**src/common/fault_log_defs.svh**
```systemverilog
`ifndef FAULT_LOG_DEFS_SVH
`define FAULT_LOG_DEFS_SVH

// ==========================================================================
// Log image geometry
`define LOG_IMAGE_BYTES   8'd147
`define LOG_LAST_BYTE     8'd146
`define HDR_BYTES         8'd27
`define REC_BYTES         8'd20
`define REC_LAST_IDX      5'd19
`define REC_IN_IMAGE      5
`define RING_SLOTS        4'd7
`define RING_LAST_SLOT    3'd6
`define RING_DEPTH        140

// ==========================================================================
// Header field positions (byte index within the image)
`define HDR_CAUSE_BYTE    4
`define HDR_TEMP_LO_BYTE  21
`define HDR_TEMP_HI_BYTE  26

// ==========================================================================
// Values
// Preface bytes 0..3, byte 0 in the low lane; identifier value is arbitrary
`define LOG_PREFACE       32'h5AA54C46
`define FORCED_STORE_CODE 8'hFF
`define NO_LOG_COUNT      8'h00
`define PAD_BYTE          8'hFF
`define ERASE_BYTE        8'h00

// ==========================================================================
// Die temperature thresholds in degrees C
`define TEMP_HOLD_C       9'd130
`define TEMP_RELEASE_C    9'd125

`endif

```
**src/common/fault_log_pkg.sv**
```systemverilog
package fault_log_pkg;

  // ========================================================================
  // Sequencer states
  typedef enum logic [2:0] {
    ST_LOAD,
    ST_RECORD,
    ST_FINISH,
    ST_HOT_WAIT,
    ST_COPY_RD,
    ST_COPY_WR,
    ST_FROZEN,
    ST_ERASE
  } log_state_e;

  // Kind of byte answered on the block read
  typedef enum logic [1:0] {
    ANS_COUNT,
    ANS_DATA,
    ANS_PAD
  } answer_kind_e;

endpackage

```
**src/rtl/fault_log_ram.sv**
```systemverilog
`timescale 1ns/100ps
`include "fault_log_defs.svh"

// ==========================================================================
// Ring of event records, one write port and a registered read port
module fault_log_ram (
  input  wire logic       i_clock,
  input  wire logic       i_rst_b,
  input  wire logic       i_wr_en,
  input  wire logic [7:0] i_wr_addr,
  input  wire logic [7:0] i_wr_data,
  input  wire logic [7:0] i_rd_addr,
  output logic      [7:0] o_rd_data
);

  logic [7:0] mem_q [0:`RING_DEPTH-1];

  // Storage itself is not reset, like a real RAM macro
  always_ff @(posedge i_clock) begin
    if (i_wr_en) begin
      mem_q[i_wr_addr] <= i_wr_data;
    end
  end

  // Read data leaves from a register; read every cycle
  always_ff @(posedge i_clock or negedge i_rst_b) begin
    if (!i_rst_b) begin
      o_rd_data <= 8'h00;
    end else begin
      o_rd_data <= mem_q[i_rd_addr];
    end
  end

endmodule

```
**src/rtl/fault_log_recorder.sv**
```systemverilog
`timescale 1ns/100ps
`include "fault_log_defs.svh"

module fault_log_recorder import fault_log_pkg::*; (
  input  wire logic        i_clock,
  input  wire logic        i_rst_b,
  // Record bytes from the monitor sequencer
  input  wire logic        i_rec_byte_valid,
  input  wire logic [4:0]  i_rec_byte_idx,
  input  wire logic [7:0]  i_rec_byte,
  input  wire logic        i_cycle_done,
  input  wire logic [3:0]  i_adc_input,
  // Fault events
  input  wire logic        i_chan_fault_valid,
  input  wire logic [7:0]  i_chan_fault_code,
  input  wire logic        i_fault_external,
  input  wire logic        i_forced_log_store_cmd,
  input  wire logic        i_clear_faults_cmd,
  input  wire logic        i_log_erase_cmd,
  input  wire logic        i_memory_fault,
  input  wire logic [8:0]  i_die_temp_c,
  // Header sources
  input  wire logic [47:0] i_share_clock_timestamp,
  input  wire logic [15:0] i_peak_output_voltage0,
  input  wire logic [15:0] i_peak_output_voltage1,
  input  wire logic [15:0] i_peak_output_current0,
  input  wire logic [15:0] i_peak_output_current1,
  input  wire logic [15:0] i_peak_input_voltage,
  input  wire logic [15:0] i_temp_ext0,
  input  wire logic [15:0] i_temp_ext1,
  input  wire logic [15:0] i_temp_int,
  // Block read of the log image
  input  wire logic        i_rd_start,
  input  wire logic        i_rd_next,
  output logic      [7:0]  o_rd_data,
  output logic             o_rd_valid,
  // Non-volatile memory port
  output logic             o_nvm_req,
  output logic             o_nvm_we,
  output logic      [7:0]  o_nvm_addr,
  output logic      [7:0]  o_nvm_wdata,
  input  wire logic        i_nvm_ack,
  input  wire logic [7:0]  i_nvm_rdata,
  // Status
  output logic             o_valid_log_flag,
  output logic             o_log_present,
  output logic             o_logging_enabled,
  output logic             o_partial_log,
  output logic      [3:0]  o_fault_adc_input
);

  // ========================================================================
  // Image byte pointer to ring address
  // Record r of the image sits r slots behind the fault slot
  function automatic logic [7:0] ring_addr(input logic [7:0] ptr, input logic [2:0] fslot);
    logic [7:0] off;
    logic [3:0] slot_w;
    logic [2:0] rec;
    off    = ptr - `HDR_BYTES;
    rec    = 3'd0;
    slot_w = 4'd0;
    for (int k = 0; k < `REC_IN_IMAGE; k++) begin
      if (off >= `REC_BYTES) begin
        off = off - `REC_BYTES;
        rec = rec + 3'd1;
      end
    end
    slot_w = {1'b0, fslot} + `RING_SLOTS - {1'b0, rec};
    if (slot_w >= `RING_SLOTS) begin
      slot_w = slot_w - `RING_SLOTS;
    end
    ring_addr = {5'b00000, slot_w[2:0]} * `REC_BYTES + off;
  endfunction

  // ========================================================================
  // State
  log_state_e        state_q;
  answer_kind_e      ans_kind_q;
  logic [26:0][7:0]  hdr_q;
  logic [26:0][7:0]  hdr_cap;
  logic [2:0]        wr_slot_q;
  logic [2:0]        fault_slot_q;
  logic [7:0]        load_ptr_q;
  logic [7:0]        copy_ptr_q;
  logic [7:0]        host_ptr_q;
  logic              count_phase_q;
  logic              hot_q;
  logic              hdr_sel_q;
  logic [7:0]        hdr_byte_q;
  logic [7:0]        ans_byte_q;
  logic              ans_valid_q;
  logic [7:0]        ram_rdata;

  // ========================================================================
  // Decodes
  wire        recording    = (state_q == ST_RECORD) || (state_q == ST_FINISH);
  wire        fault_trig   = (i_chan_fault_valid && !i_fault_external) || i_forced_log_store_cmd;
  wire [7:0]  fault_cause  = i_forced_log_store_cmd ? `FORCED_STORE_CODE : i_chan_fault_code;
  wire        rec_we       = recording && i_rec_byte_valid && (i_rec_byte_idx <= `REC_LAST_IDX);
  wire [7:0]  rec_addr     = {5'b00000, wr_slot_q} * `REC_BYTES + {3'b000, i_rec_byte_idx};
  wire        load_hit     = (state_q == ST_LOAD) && o_nvm_req && i_nvm_ack;
  wire        load_is_hdr  = load_ptr_q < `HDR_BYTES;
  wire        load_we      = load_hit && !load_is_hdr;
  wire        ram_we       = rec_we || load_we;
  wire [7:0]  ram_waddr    = load_we ? ring_addr(load_ptr_q, `RING_LAST_SLOT) : rec_addr;
  wire [7:0]  ram_wdata    = load_we ? i_nvm_rdata : i_rec_byte;
  wire        preface_ok   = (hdr_q[3:0] == `LOG_PREFACE);
  wire        host_rd_now  = i_rd_next && !i_rd_start && !count_phase_q && o_log_present
                             && (host_ptr_q <= `LOG_LAST_BYTE);
  wire        copy_rd_now  = (state_q == ST_COPY_RD) && !host_rd_now;
  wire [7:0]  rp_ptr       = host_rd_now ? host_ptr_q : copy_ptr_q;
  wire [7:0]  rp_addr      = ring_addr(rp_ptr, fault_slot_q);
  wire [7:0]  rd_byte      = hdr_sel_q ? hdr_byte_q : ram_rdata;
  wire        nvm_done     = o_nvm_req && i_nvm_ack;
  wire        slot_wrap    = (wr_slot_q == `RING_LAST_SLOT);
  wire        go_record    = (state_q == ST_FROZEN) && i_clear_faults_cmd && !o_partial_log;
  wire        go_erase     = ((state_q == ST_FROZEN) || (state_q == ST_RECORD)) && i_log_erase_cmd;

  // Header as captured at the fault; byte 0 sits in the low lane
  assign hdr_cap = {i_temp_int[7:0], i_temp_int[15:8],
                    i_temp_ext1[7:0], i_temp_ext1[15:8],
                    i_temp_ext0[7:0], i_temp_ext0[15:8],
                    i_peak_input_voltage[7:0], i_peak_input_voltage[15:8],
                    i_peak_output_current1[7:0], i_peak_output_current1[15:8],
                    i_peak_output_current0[7:0], i_peak_output_current0[15:8],
                    i_peak_output_voltage1[7:0], i_peak_output_voltage1[15:8],
                    i_peak_output_voltage0[7:0], i_peak_output_voltage0[15:8],
                    i_share_clock_timestamp,
                    fault_cause,
                    `LOG_PREFACE};

  // ========================================================================
  // Record ring
  fault_log_ram u_ram (
    .i_clock   (i_clock),
    .i_rst_b   (i_rst_b),
    .i_wr_en   (ram_we),
    .i_wr_addr (ram_waddr),
    .i_wr_data (ram_wdata),
    .i_rd_addr (rp_addr),
    .o_rd_data (ram_rdata)
  );

  // Write slot steps once per completed ADC pass; the fault pass is not advanced
  always_ff @(posedge i_clock or negedge i_rst_b) begin
    if (!i_rst_b) begin
      wr_slot_q <= 3'd0;
    end else if ((state_q == ST_RECORD) && i_cycle_done && !fault_trig) begin
      wr_slot_q <= slot_wrap ? 3'd0 : wr_slot_q + 3'd1;
    end
  end

  // Die temperature hysteresis for the NVM write
  always_ff @(posedge i_clock or negedge i_rst_b) begin
    if (!i_rst_b) begin
      hot_q <= 1'b0;
    end else if (i_die_temp_c > `TEMP_HOLD_C) begin
      hot_q <= 1'b1;
    end else if (i_die_temp_c < `TEMP_RELEASE_C) begin
      hot_q <= 1'b0;
    end
  end

  // ========================================================================
  // Header store: whole header at the fault, temperatures when the pass ends
  always_ff @(posedge i_clock or negedge i_rst_b) begin
    if (!i_rst_b) begin
      hdr_q <= '0;
    end else if ((state_q == ST_RECORD) && fault_trig) begin
      hdr_q <= hdr_cap;
    end else if ((state_q == ST_FINISH) && i_cycle_done) begin
      hdr_q[`HDR_TEMP_HI_BYTE:`HDR_TEMP_LO_BYTE] <= hdr_cap[`HDR_TEMP_HI_BYTE:`HDR_TEMP_LO_BYTE];
    end else if (load_hit && load_is_hdr) begin
      hdr_q[load_ptr_q[4:0]] <= i_nvm_rdata;
    end
  end

  // Shared read port: header bytes come from registers, records from the ring
  always_ff @(posedge i_clock or negedge i_rst_b) begin
    if (!i_rst_b) begin
      hdr_sel_q  <= 1'b0;
      hdr_byte_q <= 8'h00;
    end else begin
      hdr_sel_q  <= rp_ptr < `HDR_BYTES;
      hdr_byte_q <= (rp_ptr < `HDR_BYTES) ? hdr_q[rp_ptr[4:0]] : 8'h00;
    end
  end

  // ========================================================================
  // Block read: count byte first, then image bytes, then pad bytes
  always_ff @(posedge i_clock or negedge i_rst_b) begin
    if (!i_rst_b) begin
      count_phase_q <= 1'b0;
      host_ptr_q    <= 8'd0;
    end else if (i_rd_start) begin
      count_phase_q <= 1'b1;
      host_ptr_q    <= 8'd0;
    end else if (i_rd_next && count_phase_q) begin
      count_phase_q <= 1'b0;
    end else if (host_rd_now) begin
      host_ptr_q    <= host_ptr_q + 8'd1;
    end
  end

  // First answer stage remembers what kind of byte is owed
  always_ff @(posedge i_clock or negedge i_rst_b) begin
    if (!i_rst_b) begin
      ans_valid_q <= 1'b0;
      ans_kind_q  <= ANS_PAD;
      ans_byte_q  <= `PAD_BYTE;
    end else begin
      ans_valid_q <= i_rd_next && !i_rd_start;
      ans_kind_q  <= count_phase_q ? ANS_COUNT : (host_rd_now ? ANS_DATA : ANS_PAD);
      ans_byte_q  <= o_log_present ? `LOG_IMAGE_BYTES : `NO_LOG_COUNT;
    end
  end

  // Output stage
  always_ff @(posedge i_clock or negedge i_rst_b) begin
    if (!i_rst_b) begin
      o_rd_valid <= 1'b0;
      o_rd_data  <= 8'h00;
    end else begin
      o_rd_valid <= ans_valid_q;
      unique case (ans_kind_q)
        ANS_COUNT: o_rd_data <= ans_byte_q;
        ANS_DATA:  o_rd_data <= rd_byte;
        ANS_PAD:   o_rd_data <= `PAD_BYTE;
        default:   o_rd_data <= `PAD_BYTE;
      endcase
    end
  end

  // ========================================================================
  // Sequencer: power-up load, recording, capture, NVM copy, erase
  // Clear-faults and erase are ignored while a capture or copy is running,
  // so a stored image is never left half written by a command.
  always_ff @(posedge i_clock or negedge i_rst_b) begin
    if (!i_rst_b) begin
      state_q           <= ST_LOAD;
      load_ptr_q        <= 8'd0;
      copy_ptr_q        <= 8'd0;
      fault_slot_q      <= 3'd0;
      o_nvm_req         <= 1'b0;
      o_nvm_we          <= 1'b0;
      o_nvm_addr        <= 8'd0;
      o_nvm_wdata       <= 8'h00;
      o_valid_log_flag  <= 1'b0;
      o_log_present     <= 1'b0;
      o_partial_log     <= 1'b0;
      o_fault_adc_input <= 4'd0;
    end else begin
      unique case (state_q)
        // Read the stored image back into header and ring
        ST_LOAD: begin
          if (!o_nvm_req) begin
            o_nvm_req  <= 1'b1;
            o_nvm_we   <= 1'b0;
            o_nvm_addr <= load_ptr_q;
          end else if (i_nvm_ack) begin
            o_nvm_req <= 1'b0;
            if (load_ptr_q == `LOG_LAST_BYTE) begin
              fault_slot_q <= `RING_LAST_SLOT;
              if (preface_ok) begin
                o_valid_log_flag <= 1'b1;
                o_log_present    <= 1'b1;
                o_partial_log    <= i_memory_fault;
                state_q          <= ST_FROZEN;
              end else begin
                state_q <= ST_RECORD;
              end
            end else begin
              load_ptr_q <= load_ptr_q + 8'd1;
            end
          end
        end
        ST_RECORD: begin
          if (fault_trig) begin
            o_fault_adc_input <= i_adc_input;
            state_q           <= ST_FINISH;
          end else if (go_erase) begin
            state_q <= ST_ERASE;
          end
        end
        // Complete the pass in progress, then freeze
        ST_FINISH: begin
          if (i_cycle_done) begin
            fault_slot_q  <= wr_slot_q;
            o_log_present <= 1'b1;
            state_q       <= ST_HOT_WAIT;
          end
        end
        ST_HOT_WAIT: begin
          copy_ptr_q <= 8'd0;
          if (!hot_q) begin
            state_q <= ST_COPY_RD;
          end
        end
        // Host reads win the port; the copy waits a cycle for each host read taken
        ST_COPY_RD: begin
          if (copy_rd_now) begin
            state_q <= ST_COPY_WR;
          end
        end
        ST_COPY_WR: begin
          if (!o_nvm_req) begin
            o_nvm_req   <= 1'b1;
            o_nvm_we    <= 1'b1;
            o_nvm_addr  <= copy_ptr_q;
            o_nvm_wdata <= rd_byte;
          end else if (i_nvm_ack) begin
            o_nvm_req <= 1'b0;
            if (copy_ptr_q == `LOG_LAST_BYTE) begin
              state_q <= ST_FROZEN;
            end else begin
              copy_ptr_q <= copy_ptr_q + 8'd1;
              state_q    <= ST_COPY_RD;
            end
          end
        end
        // Log held for reading; a full log resumes on clear-faults
        ST_FROZEN: begin
          if (go_erase) begin
            state_q <= ST_ERASE;
          end else if (go_record) begin
            o_log_present <= 1'b0;
            state_q       <= ST_RECORD;
          end
        end
        // Spoil the stored preface so power-up finds no log
        ST_ERASE: begin
          if (!o_nvm_req) begin
            o_nvm_req   <= 1'b1;
            o_nvm_we    <= 1'b1;
            o_nvm_addr  <= 8'd0;
            o_nvm_wdata <= `ERASE_BYTE;
          end else if (nvm_done) begin
            o_nvm_req        <= 1'b0;
            o_valid_log_flag <= 1'b0;
            o_log_present    <= 1'b0;
            o_partial_log    <= 1'b0;
            state_q          <= ST_RECORD;
          end
        end
      endcase
    end
  end

  // Logging flag falls on the freezing edge, so it never overlaps a held log
  always_ff @(posedge i_clock or negedge i_rst_b) begin
    if (!i_rst_b) begin
      o_logging_enabled <= 1'b0;
    end else begin
      o_logging_enabled <= recording && !((state_q == ST_FINISH) && i_cycle_done);
    end
  end

endmodule

```
**config.mk**
```make
export PLATFORM = sky130hd
export DESIGN_NAME = fault_log_recorder
export DESIGN_NICKNAME = d
export VERILOG_FILES = /design/src/common/fault_log_pkg.sv /design/src/rtl/fault_log_ram.sv /design/src/rtl/fault_log_recorder.sv
export VERILOG_INCLUDE_DIRS = /design/src /design/src/common
export SDC_FILE = /design/constraint.sdc
export NUM_CORES = 2
export LEC_CHECK = 0
export BUFFER_PORTS_ARGS = -buffer_cell sky130_fd_sc_hd__buf_2
export CORE_UTILIZATION = 48
export CTS_CLUSTER_SIZE = 25
export DETAILED_ROUTE_END_ITERATION = 7
export GPL_TIMING_DRIVEN = 0
export PLACE_DENSITY = 0.73
export SLEW_MARGIN = 20
export SYNTH_ARGS = -nofsm -noshare
export SYNTH_HDL_FRONTEND = slang
export SYNTH_SLANG_ARGS = --single-unit
```
**constraint.sdc**
```tcl
create_clock -name i_clock -period 42.5 [get_ports i_clock]
set_clock_uncertainty 0.2 [all_clocks]
set_input_delay 8.5 -clock i_clock [delete_from_list [all_inputs] [get_ports i_clock]]
set_output_delay 8.5 -clock i_clock [all_outputs]
set_load 0.05 [all_outputs]
```
==> impl_summary.log <==
[metrics] status: complete, no violations
[metrics] floorplan core area: 131000 um2
[metrics] Hold Crit Class: reg2reg
[metrics] via count of the first global-routing pass: 39860
[metrics] die outline area: around 130000 um2
[metrics] clock tree buffer depth: 3
[metrics] Post-Route Setup TNS: 0 ps
[metrics] EDFF count, synth: 1120
[metrics] placed instance area: 67700 um2
[metrics] ratio of routed vias to standard cells: 6.25
[metrics] Placer Congestion: approximately 0.98
[metrics] # resized after CTS: 0
[metrics] leading cell type by number of instances after synthesis: sky130_fd_sc_hd__edfxtp_1
[metrics] setup repair after global routing missed its margin: no
[metrics] Crit path largest cell delay: 940 ps
[metrics] Layout area overhead: 14.3%
[metrics] Std-Cell Rows: 133
[metrics] clock slew at the register clock pins of the worst setup and hold paths: 60 ps
[metrics] cell taking the most area after synthesis: sky130_fd_sc_hd__edfxtp_1
[metrics] Crit Reg-Reg Startpoint: count_phase_q
[metrics] Total Wirelength: ~180000 um
[metrics] reg2reg path depth: 58
[metrics] number of antenna violations at the first check in global routing: 12
[metrics] Synth Instances: between 4000 and 5000
[metrics] effective utilization at floorplan: 0.483
[metrics] biggest area contributors in the synthesized netlist: sky130_fd_sc_hd__edfxtp_1 (53%), sky130_fd_sc_hd__mux4_2 (13%), sky130_fd_sc_hd__dfrtp_1 (12%), sky130_fd_sc_hd__nand2_1 (3.4%), sky130_fd_sc_hd__mux2i_1 (2.8%)
[metrics] top cells by instance count after synthesis: sky130_fd_sc_hd__edfxtp_1 (1120), sky130_fd_sc_hd__nand2_1 (568), sky130_fd_sc_hd__mux4_2 (368), sky130_fd_sc_hd__dfrtp_1 (305), sky130_fd_sc_hd__o21ai_0 (241)
[metrics] first-pass GRT wire length: 263000 um
[metrics] count of port buffers added during placement: about 270
[metrics] number of ports placed on the die boundary: roughly 270
[metrics] FF+latch count, synth: 1428
[metrics] Worst Setup Start Kind: primary input
[metrics] count of unique library cells instantiated by Yosys: between 100 and 150
[metrics] total gr overflow: 0
[metrics] Post-DRT Antenna Nets: 0
[metrics] TritonCTS clock tree: yes
[metrics] crit-path leading delay family: buffers and inverters
[metrics] Top FF cell, synth: sky130_fd_sc_hd__edfxtp_1
[metrics] maxcap violations: 0
[metrics] starting DRC count in detailed routing: 4898
[metrics] latest clock arrival within the worst-skew pair: 780 ps
[metrics] startpoint of the worst setup timing path: i_rd_start
[metrics] Warnings, synthesis: 0
[metrics] number of nets in the layout: 4902
[metrics] number of inserted filler cells in the final layout: 10127
[metrics] final hold violations: 0
[metrics] worst slew margin relative to its limit: 0.141
[metrics] die height: 365 um
[metrics] slew at the pin with the worst max-slew slack: 1280 ps
[metrics] worst r2r dst: u_ram.o_rd_data[6]
[metrics] share of the clock period used by the worst path: 0.611
[metrics] clock sink total: around 1400
[metrics] total number of vias: 40483
[metrics] fraction of final layout cells sized beyond drive strength 1: 0.215
[metrics] slack of the worst reg-to-reg path: 23970 ps
[metrics] HPWL after detailed placement: 122000 um
[metrics] Root Buffer: sky130_fd_sc_hd__clkbuf_16
[metrics] sequential cell area fraction in the yosys report: 0.652
[metrics] WP data arrival: 26360 ps
[metrics] Critical path buffers and inverters: 17
[metrics] combined area of all synthesized cells: 63400 um2
[metrics] overall track demand over capacity in global routing: 0.272
[metrics] post-route cell area: 72500 um2
[metrics] H-tree depth reported by CTS: 4
[metrics] Final setup violation count: 0
[metrics] number of post-CTS setup repair buffers: 0
[metrics] largest net degree at the start of global routing: 98
[metrics] capturing instance or port of the critical path: u_ram.o_rd_data[6]
[metrics] classification of the worst setup path: in2reg
[metrics] number of nets in the synthesized netlist: 4464
[metrics] Die Width: 365 um
[metrics] timing-limited maximum frequency: 38.5 MHz
[metrics] Worst Path Max Fanout: 11
[metrics] DRC violations left: 0
[metrics] Syn Area/Cell: 15.2 um2
[metrics] time the worst path needs with I/O delays and setup: around 26000 ps
[metrics] Top cell by count, worst path: sky130_fd_sc_hd__ha_1
[metrics] hold bufs inserted after CTS: 0
[metrics] Slowest-stage cell, CP: sky130_fd_sc_hd__buf_1
[metrics] type of destination of the critical path: flip-flop
[metrics] share of flip-flops with an asynchronous set or reset: 0.216
[metrics] 1st-pass router iterations: 6
[metrics] critical path required time: between 40000 and 50000 ps
[metrics] number of cells on the critical path: a little under 60
[metrics] portion of synthesized cell area occupied by the leading cell type: 0.530
[metrics] number of buffers created by CTS: 145
[metrics] Util after Layout: 0.552
[metrics] post-detailed-route wirelength per cell: between 20 and 30 um
[metrics] number of pins exceeding their max-slew limit in the final report: 0
per-stage QoR:
stage | std cells | setup WS [ps] | hold WS [ps]
final | 6478 | 16550 | 156
after global routing | 6475 | 15450 | 165
after CTS | 6471 | 16330 | 160
after detailed placement | 6212 | 15800 | 146
after global placement | 6186 | 15760 | 139
after floorplan | 4166 | 20630 | 131
cell type report:
class / instances / area (um2) / share of cell area
flip-flops and latches: 1428 / 41300 / 0.570
multi-input cells: 2441 / 21000 / 0.290
clock buffers: 182 / 3870 / 0.0534
well taps: 1755 / 2200 / 0.0303
repair buffers: 291 / 1860 / 0.0256
plain buffers: 238 / 1000 / 0.0138
clock inverters: 77 / 947 / 0.0131
inverters: 59 / 234 / 0.00323
diodes: 7 / 17.5 / 0.000242
placed cells by master, fill, tap and decap left out, drive strengths merged, types with 26 or more instances in the layout:
cell and count:
ha 63, a22oi 52, xor2 26, edfxtp 1120
a21oi 128, buf 344, inv 61, mux4 368
nor3 48, clkbuf 367, o21ai 256, nand2 570
mux2i 181, dfrtp 305, nor2 217, clkinv 57
nand3 131, xnor2 50
routing by layer:
metal / vias to the layer above / wire length, um / track usage
met5: - / 68 / 0
met4: 10 / 10400 / 0.142
met3: 523 / 19700 / 0.0631
met2: 2594 / 83500 / 0.421
met1: 20387 / 67700 / 0.359
li1: 16969 / - / -
how the worst min path moves through the flow:
stage | startpoint | to | slack [ps] | depth (start not counted)
5_1_grt | ans_valid_q | o_rd_valid | 170 | 0
2_1_floorplan | ans_valid_q | o_rd_valid | 130 | 0
3_5_place_dp | ans_valid_q | o_rd_valid | 150 | 0
3_3_place_gp | ans_valid_q | o_rd_valid | 140 | 0
6_report | ans_valid_q | o_rd_valid | 160 | 0
4_1_cts | ans_valid_q | o_rd_valid | 160 | 0
logic make-up (layout without fill, tap and decap cells):
| group | Yosys count | in the layout | share of synthesized area |
|---|---|---|---|
| other cells | 1 | 8 | 0.0000591 |
| fa+ha+maj | 67 | 67 | 0.0137 |
| flops | 1428 | 1428 | 0.652 |
| simple gates | 1123 | 1123 | 0.0794 |
| buf+inv | 297 | 847 | 0.0193 |
| mux | 567 | 567 | 0.163 |
| xor+xnor | 77 | 77 | 0.0114 |
| compound gates | 606 | 606 | 0.0614 |
flip-flops by register name, indices dropped and copies added, names as in the netlist, 4 cells and up:
register and cells:
o_nvm_addr 8, u_ram.mem_q 1120, o_fault_adc_input 4, o_nvm_wdata 8, u_ram.o_rd_data 8, o_rd_data 8, load_ptr_q 8, hdr_byte_q 8
host_ptr_q 8, copy_ptr_q 8, hdr_q 216
Power is not shown: default switching activity piles up to over one toggle a cycle in this logic, so the estimate is an artifact.
